[src/hw/udwc_regs.vh]
`ifndef UDWC_REGS_VH
`define UDWC_REGS_VH

// software register offsets (word index on the command port)
`define UDWC_REG_CTRL        4'h0
`define UDWC_REG_STEPS       4'h1
`define UDWC_REG_STATUS      4'h2
`define UDWC_REG_TAP         4'h3

// control register fields (ZERO is read on tap register writes)
`define UDWC_CTRL_GO_BIT     0
`define UDWC_CTRL_UP_BIT     1
`define UDWC_CTRL_PROG_BIT   2
`define UDWC_CTRL_LOCK_BIT   3
`define UDWC_CTRL_ZERO_BIT   4

// status register fields
`define UDWC_STAT_BUSY_BIT   0
`define UDWC_STAT_DONE_BIT   1

// device figures
`define UDWC_TAPS            32
`define UDWC_TAP_MAX         5'h1F
`define UDWC_TAP_DEFAULT     5'h10
`define UDWC_PULSES_PROG     3'h5
`define UDWC_PULSES_LOCK     3'h6

// timing, figures as printed
`define UDWC_CLK_NS          40
`define UDWC_STEP_HIGH_NS    100
`define UDWC_STEP_LOW_NS     100
`define UDWC_VPP_TO_CS_MS    1
`define UDWC_CS_TO_VPP_MS    5
`define UDWC_PULSE_HIGH_MS   5
`define UDWC_PULSE_LOW_MS    5
`define UDWC_VPP_OFF_TO_CS_MS 1

// cycle counts, least times rounded up
`define UDWC_CYC_NS(ns)  (((ns) + `UDWC_CLK_NS - 1) / `UDWC_CLK_NS)
`define UDWC_CYC_MS(ms)  (((ms) * 1000000 + `UDWC_CLK_NS - 1) / `UDWC_CLK_NS)
`define UDWC_STEP_HIGH_CYC  `UDWC_CYC_NS(`UDWC_STEP_HIGH_NS)
`define UDWC_STEP_LOW_CYC   `UDWC_CYC_NS(`UDWC_STEP_LOW_NS)
`define UDWC_VPP_CS_CYC     `UDWC_CYC_MS(`UDWC_VPP_TO_CS_MS)
`define UDWC_CS_VPP_CYC     `UDWC_CYC_MS(`UDWC_CS_TO_VPP_MS)
`define UDWC_PHIGH_CYC      `UDWC_CYC_MS(`UDWC_PULSE_HIGH_MS)
`define UDWC_PLOW_CYC       `UDWC_CYC_MS(`UDWC_PULSE_LOW_MS)
`define UDWC_VOFF_CS_CYC    `UDWC_CYC_MS(`UDWC_VPP_OFF_TO_CS_MS)

`endif

[src/hw/udwc_ctrl.v]
// Local design decisions: the address map and strobed register access.
`timescale 1ns/1ps
`default_nettype none
`include "udwc_regs.vh"
module udwc_ctrl #(
	parameter        TW        = 18,
	parameter [31:0] VPP_CYC   = `UDWC_VPP_CS_CYC,
	parameter [31:0] PHIGH_CYC = `UDWC_PHIGH_CYC,
	parameter [31:0] PLOW_CYC  = `UDWC_PLOW_CYC,
	parameter [31:0] VOFF_CYC  = `UDWC_VOFF_CS_CYC
) (
	input  wire        mclk,
	input  wire        reset_n,
	input  wire [3:0]  addr,
	input  wire [31:0] wdata,
	input  wire        wr,
	input  wire        rd,
	output reg  [31:0] rdata,
	output reg         cs_n,
	output reg         up_dn,
	output reg         vpp_en
);
	localparam [7:0] S_IDLE = 8'h01, S_SETUP = 8'h02, S_HIGH = 8'h04;
	localparam [7:0] S_LOW = 8'h08, S_END = 8'h10, S_VPP = 8'h20;
	localparam [7:0] S_PHIGH = 8'h40, S_PLOW = 8'h80;

	reg [7:0]    st_q;
	reg [4:0]    steps_q;
	reg          dir_up_q;
	reg          lock_q;
	reg [2:0]    pulses_q;
	reg          done_q;
	reg          locked_q;
	reg [4:0]    tap_q;
	reg [4:0]    progtap_q;
	reg          progd_q;
	reg          tload;
	reg [TW-1:0] tval;
	wire         texp;

	udwc_timer #(.WIDTH(TW)) u_tmr (
		.mclk    (mclk),
		.reset_n (reset_n),
		.load    (tload),
		.value   (tval),
		.expired (texp)
	);

	wire busy = (st_q != S_IDLE);
	wire go   = wr && addr == `UDWC_REG_CTRL && wdata[`UDWC_CTRL_GO_BIT];
	wire prog = go && wdata[`UDWC_CTRL_PROG_BIT];
	wire no_steps = (steps_q == 5'h00);
	// relock only from the most recently programmed tap
	wire refuse = prog && wdata[`UDWC_CTRL_LOCK_BIT] && progd_q &&
	              (tap_q != progtap_q);

	// timer loads, cut to the timer width on purpose
	localparam [31:0] STEP_HI_CYC = `UDWC_STEP_HIGH_CYC;
	localparam [31:0] STEP_LO_CYC = `UDWC_STEP_LOW_CYC;
	wire [TW-1:0] t_step_hi = STEP_HI_CYC[TW-1:0];
	wire [TW-1:0] t_step_lo = STEP_LO_CYC[TW-1:0];
	wire [TW-1:0] t_vpp     = VPP_CYC[TW-1:0];
	wire [TW-1:0] t_phigh   = PHIGH_CYC[TW-1:0];
	wire [TW-1:0] t_plow    = PLOW_CYC[TW-1:0];
	wire [TW-1:0] t_voff    = VOFF_CYC[TW-1:0];

	// tracked copy of the device's counter, saturating like the part
	function [4:0] step_tap;
		input [4:0] t;
		input       up;
		begin
			if (up)
				step_tap = (t == `UDWC_TAP_MAX) ? t : t + 5'h01;
			else
				step_tap = (t == 5'h00) ? t : t - 5'h01;
		end
	endfunction

	always @(posedge mclk or negedge reset_n) begin
		if (!reset_n) begin
			st_q      <= S_IDLE;
			cs_n      <= 1'b1;
			up_dn     <= 1'b1;
			vpp_en    <= 1'b0;
			steps_q   <= 5'h00;
			dir_up_q  <= 1'b1;
			lock_q    <= 1'b0;
			pulses_q  <= 3'h0;
			done_q    <= 1'b0;
			locked_q  <= 1'b0;
			tap_q     <= `UDWC_TAP_DEFAULT;
			progtap_q <= `UDWC_TAP_DEFAULT;
			progd_q   <= 1'b0;
			tload     <= 1'b0;
			tval      <= {TW{1'b0}};
			rdata     <= 32'h0000_0000;
		end else begin
			tload <= 1'b0;
			rdata <= 32'h0000_0000;
			if (rd) begin
				case (addr)
				`UDWC_REG_STEPS:  rdata <= {27'h0, steps_q};
				`UDWC_REG_STATUS: rdata <= {24'h0, pulses_q, locked_q,
					progd_q, 1'b0, done_q, busy};
				`UDWC_REG_TAP:    rdata <= {19'h0, progtap_q, 3'h0, tap_q};
				default:          rdata <= 32'h0000_0000;
				endcase
			end
			if (wr && addr == `UDWC_REG_STEPS && !busy)
				steps_q <= wdata[4:0];
			if (wr && addr == `UDWC_REG_TAP && !busy &&
			    wdata[`UDWC_CTRL_ZERO_BIT]) begin
				// resync after device power cycle
				tap_q <= progd_q ? progtap_q : `UDWC_TAP_DEFAULT;
			end
			if (wr && addr == `UDWC_REG_STATUS && wdata[`UDWC_STAT_DONE_BIT])
				done_q <= 1'b0;
			case (st_q)
			S_IDLE: begin
				// locked parts never see another session
				if (go && !locked_q && !prog && no_steps) begin
					// a zero-step decrement would still step once at
					// the select rise, so no session is run
					done_q <= 1'b1;
				end else if (go && !locked_q && !refuse) begin
					up_dn  <= prog ? 1'b1 : wdata[`UDWC_CTRL_UP_BIT];
					dir_up_q <= wdata[`UDWC_CTRL_UP_BIT];
					lock_q <= wdata[`UDWC_CTRL_LOCK_BIT];
					pulses_q <= 3'h0;
					tload  <= 1'b1;
					tval   <= t_step_lo;
					st_q   <= prog ? S_VPP : S_SETUP;
				end
			end
			S_SETUP: if (texp && !tload) begin
				// up_dn holds the direction across the select fall
				cs_n  <= 1'b0;
				tload <= 1'b1;
				tval  <= t_step_hi;
				st_q  <= S_HIGH;
			end
			S_HIGH: if (texp && !tload) begin
				tload <= 1'b1;
				if (steps_q == 5'h00) begin
					// up_dn is high here, so the select rise adds no step
					tval <= t_step_hi;
					st_q <= S_END;
				end else begin
					up_dn <= 1'b0;
					tval  <= t_step_lo;
					st_q  <= S_LOW;
				end
			end
			S_LOW: if (texp && !tload) begin
				up_dn   <= 1'b1;
				tap_q   <= step_tap(tap_q, dir_up_q);
				steps_q <= steps_q - 5'h01;
				tload   <= 1'b1;
				tval    <= t_step_hi;
				st_q    <= S_HIGH;
			end
			S_END: if (texp && !tload) begin
				cs_n   <= 1'b1;
				up_dn  <= 1'b1;
				done_q <= 1'b1;
				st_q   <= S_IDLE;
			end
			S_VPP: if (texp && !tload) begin
				if (!vpp_en) begin
					vpp_en <= 1'b1;
					tload  <= 1'b1;
					tval   <= t_vpp;
				end else begin
					cs_n  <= 1'b0;
					tload <= 1'b1;
					tval  <= t_plow;
					st_q  <= S_PLOW;
				end
			end
			S_PLOW: if (texp && !tload) begin
				if (pulses_q == (lock_q ? `UDWC_PULSES_LOCK
				                        : `UDWC_PULSES_PROG)) begin
					vpp_en    <= 1'b0;
					progd_q   <= 1'b1;
					progtap_q <= tap_q;  // relock stores current tap
					locked_q  <= lock_q;
					tload     <= 1'b1;
					tval      <= t_voff;
					st_q      <= S_END;
				end else begin
					cs_n     <= 1'b1;
					pulses_q <= pulses_q + 3'h1;
					tload    <= 1'b1;
					tval     <= t_phigh;
					st_q     <= S_PHIGH;
				end
			end
			S_PHIGH: if (texp && !tload) begin
				cs_n  <= 1'b0;
				tload <= 1'b1;
				tval  <= t_plow;
				st_q  <= S_PLOW;
			end
			default: st_q <= S_IDLE;
			endcase
		end
	end
endmodule
`default_nettype wire

[src/hw/udwc_timer.v]
`timescale 1ns/1ps
`default_nettype none
// loadable down-counter; expired is high when the count reached zero
module udwc_timer #(
	parameter WIDTH = 18
) (
	input  wire             mclk,
	input  wire             reset_n,
	input  wire             load,
	input  wire [WIDTH-1:0] value,
	output wire             expired
);
	reg [WIDTH-1:0] cnt_q;

	always @(posedge mclk or negedge reset_n) begin
		if (!reset_n)
			cnt_q <= {WIDTH{1'b0}};
		else if (load)
			cnt_q <= value;
		else if (cnt_q != {WIDTH{1'b0}})
			cnt_q <= cnt_q - {{(WIDTH-1){1'b0}}, 1'b1};
	end

	assign expired = (cnt_q == {WIDTH{1'b0}});
endmodule
`default_nettype wire
[config.mk]
export PLATFORM = sky130hd
export DESIGN_NAME = udwc_ctrl
export DESIGN_NICKNAME = d
export VERILOG_FILES = /design/src/hw/udwc_ctrl.v /design/src/hw/udwc_timer.v
export VERILOG_INCLUDE_DIRS = /design/src /design/src/hw
export SDC_FILE = /design/constraint.sdc
export NUM_CORES = 1
export LEC_CHECK = 0
export BUFFER_PORTS_ARGS = -buffer_cell sky130_fd_sc_hd__buf_2
export CORE_MARGIN = 2
export CORE_UTILIZATION = 39
export DETAILED_ROUTE_END_ITERATION = 6
export GPL_TIMING_DRIVEN = 0
export PLACE_DENSITY = 0.59
export SYNTH_ARGS = -nofsm -noshare
export SYNTH_HDL_FRONTEND = slang
export SYNTH_SLANG_ARGS = --single-unit
[constraint.sdc]
create_clock -name mclk -period 3.8 [get_ports mclk]
set_input_delay 0.76 -clock mclk [delete_from_list [all_inputs] [get_ports mclk]]
set_output_delay 0.76 -clock mclk [all_outputs]
set_load 0.02 [all_outputs]
==> flow_metrics.env <==
export IMPL_rsz0062_at_grt="false"
export IMPL_rows=37
export IMPL_routedWlPerCell_um=14.9
export IMPL_crit_family="simple AND/OR/NAND/NOR gates"
export IMPL_firstDrtPassIters=4
export IMPL_max_stage_delay_ns=0.45
export IMPL_die_h_um=107
export IMPL_grt_pass1_vias=3242
export IMPL_hold_viol=0
export IMPL_grt_antenna_before_repair=0
export IMPL_grt_max_degree=71
export IMPL_dieArea_um2=11300
export IMPL_cp_required_ns=4.03
export IMPL_path_clk_slew_ns=0.08
export IMPL_critPathKind="reg2reg"
export IMPL_cp_max_fo=5
export IMPL_drc_errors=0
export IMPL_netlist_top_cell_by_area="dfrtp_1"
export IMPL_maxCapViolCount=0
export IMPL_gp_congestion=0.902
export IMPL_slew_viol_final=0
export IMPL_irDropWorstVdd_uv=297
export IMPL_ys_ff_latch=70
export IMPL_ys_types=70
export IMPL_port_buffers=27
export IMPL_synth_top_area_share=0.391
export IMPL_synth_ff_type="dfrtp_1"
export IMPL_period_share=0.654
export IMPL_grt_usage=0.176
export IMPL_path_common_cell="nand2_1"
export IMPL_post_cts_buffers=0
export IMPL_fin_worst_skew_ns=0.00620
export IMPL_cts_sinks=70
export IMPL_die_w_um=107
export IMPL_cts_resized=0
export IMPL_clk_latency_ns=0.35
export IMPL_clockBufferDepth=2
export IMPL_grt_first_pass_wirelength_mm=15.8
export IMPL_htreeDepth=3
export IMPL_end_kind="flip-flop"
export IMPL_hold_class="reg2reg"
export IMPL_cp_slowest_cell="or3b_1"
export IMPL_fp_coreArea_um2=10300
export IMPL_async_flop_share=1.00
export IMPL_drive_above_1_share=0.240
export IMPL_period_needed_ns=2.48
export IMPL_worst_slew_pin_slew_ns=0.873
export IMPL_worstSetupStartpointType="flip-flop"
export IMPL_finalSetupViolCount=0
export IMPL_synth_edff_count=0
export IMPL_syn_inst=418
export IMPL_powerDensity_nw_per_um2=610
export IMPL_routed_wl_mm=9.17
export IMPL_max_slew_margin=0.418
export IMPL_routed_via_density=5.14
export IMPL_rrSetupSlack_ns=1.32
export IMPL_start_util=0.399
export IMPL_rr_endpoint="st_q[1]$_DFFE_PN0P_"
export IMPL_status="finished, final reports clean"
export IMPL_r2r_worst_path_cells=8
export IMPL_placement_cell_area_um2=4480
export IMPL_hold_buffers=0
export IMPL_seq_area_frac_synth=0.429
export IMPL_drtIter0Drc=137
export IMPL_fmax_ghz=0.402
export IMPL_cts_tree="built"
export IMPL_dr_total_vias=3164
export IMPL_cp_depth=8
export IMPL_n_antenna_cell=0
export IMPL_hpwl_mm=6.81
export IMPL_gr_total_overflow=0
export IMPL_worst_path_buf_inv=1
export IMPL_fin_tns_setup_ns=0
export IMPL_cts_root_buf="clkbuf_8"
export IMPL_reg2reg_from="steps_q[0]$_DFF_PN0_"
export IMPL_synthTopCellsByCount="dfrtp_1, nand2_1, o21ai_0, nor2_1, buf_4"
export IMPL_syn_cell_area_um2=4100
export IMPL_synth_area_per_cell_um2=9.81
export IMPL_layout_nets=522
export IMPL_syn_to_final_growth_pct=15.3
export IMPL_worstPathCellList="inv_1 -> ha_1 -> or3b_1 -> or3_1 -> nand2_1 -> o21ai_1 -> nand2_1 -> mux2_2"
export IMPL_synthTopCellsByArea="dfrtp_1, dfstp_2, buf_4, xnor2_1, mux2_2"
export IMPL_final_cell_area_um2=4730
export IMPL_io_pins=75
export IMPL_cts_buffers_inserted=9
export IMPL_power_leakage_nw=2.12
export IMPL_yosysWarnings=0
export IMPL_cp_startpoint="steps_q[0]$_DFF_PN0_"
export IMPL_worstPathArrival_ns=2.72
export IMPL_synth_most_common_cell="dfrtp_1"
export IMPL_cp_endpoint="st_q[1]$_DFFE_PN0P_"
export IMPL_final_antenna_net_count=0
## metal layers
layer,wire [um],part of all wire,up-vias,track usage
met2,4380,0.48,66,0.274
li1,-,-,1581,-
met4,106,0.012,0,0.0482
met1,4300,0.47,1509,0.237
met5,0,0,-,0
met3,387,0.042,8,0.0558
## worst min-delay path by stage
stage | to | cells past startpoint | startpoint | slack, ns
global route | tval[8]$_DFFE_PN0P_ | 1 | tval[8]$_DFFE_PN0P_ | 0.55
CTS | tval[8]$_DFFE_PN0P_ | 1 | tval[8]$_DFFE_PN0P_ | 0.52
floorplan | done_q$_DFF_PN0_ | 0 | reset_n | 0.46
finish | tval[8]$_DFFE_PN0P_ | 1 | tval[8]$_DFFE_PN0P_ | 0.51
detailed placement | tval[8]$_DFFE_PN0P_ | 1 | tval[8]$_DFFE_PN0P_ | 0.50
global placement | tval[8]$_DFFE_PN0P_ | 1 | tval[8]$_DFFE_PN0P_ | 0.49
## report_power, final
group          leakage (nW)  internal, mW  switching, mW  total [mW]
Clock                 0.129         0.460          0.288       0.748
Sequential            0.899         0.931          0.193        1.12
Combinational          1.10         0.437          0.578        1.01
Total                  2.12          1.83           1.06        2.89
## cells by family (layout without fill, tap and decap cells)
kind of cell               count (synthesis)  count (layout)  synth area share
buffers and inverters                     45              88            0.0629
AOI/OAI and AO/OA                         91              91             0.145
adders and majority gates                  8               8            0.0262
and+or+nand+nor                          160             160             0.236
muxes                                     15              15            0.0406
DFF                                       70              70             0.429
other                                      1              19          0.000915
xor gates and xnor gates                  28              28            0.0598
## worst reg2reg max path: stages (launching register included)
cell and delay, ns:
dfrtp_1 0.38, inv_1 0.11, ha_1 0.22, or3b_1 0.45, or3_1 0.43, nand2_1 0.10, o21ai_1 0.12, nand2_1 0.21
mux2_2 0.35
## layout make-up
| cell class | instances | area, um2 |
|---|---|---|
| buffer | 33 | 213 |
| multi-input combinational | 321 | 2150 |
| clock inverter | 2 | 60.1 |
| timing repair buffer | 27 | 138 |
| tap | 136 | 170 |
| fill | 1006 | 5550 |
| sequential | 70 | 1760 |
| inverter | 12 | 45.0 |
| clock buffer | 14 | 193 |
## sequential cells by signal, summed over array words and instances (netlist names)
name / count
locked_q: 1
u_tmr.cnt_q: 18
cs_n: 1
steps_q: 5
tload: 1
progd_q: 1
rdata: 13
done_q: 1
tval: 4
up_dn: 1
st_q: 8
lock_q: 1
tap_q: 5
dir_up_q: 1
pulses_q: 3
vpp_en: 1
progtap_q: 5
## per-stage QoR
| step | hold WS, ns | power (mW) | setup WS, ns | cells | utilization |
|---|---|---|---|---|---|
| final | 0.514 | 2.89 | 1.32 | 615 | 0.460 |
| after global routing | 0.548 | 3.10 | 1.15 | 615 | 0.460 |
| after CTS | 0.517 | 2.91 | 1.31 | 615 | 0.460 |
| after detailed placement | 0.501 | 2.14 | 1.02 | 599 | 0.435 |
| after global placement | 0.494 | 2.11 | 0.976 | 599 | 0.435 |
| after floorplan | 0.455 | 1.90 | 1.37 | 436 | - |
## cell usage in the layout (no fill, tap or decap), types with 4 or more instances in the layout
cell      netlist  routed
nand3_1        14      14
xnor2_1        18      18
conb_1          1      19
nand2_1        34      34
nor3b_1         6       6
a311oi_2        4       4
nand4_1         4       4
nand2b_1        5       5
a22oi_1         5       5
buf_4          21      22
dfrtp_1        64      64
dfstp_2         6       6
nor2_1         28      28
nor4_1          4       4
nor3_1         12      12
inv_1          12      12
clkbuf_1        4       4
xor2_1         10      10
a21oi_1        19      19
o211ai_1        6       6
nor2b_1         4       4
nand4b_1        4       4
mux2_2         13      13
clkbuf_8        0      14
and2_1          8       8
and3_1          4       4
buf_2           7      33
o21ai_0        29      29
ha_1            7       7
or3_1           5       5
Power figures use the tool's default switching activity.
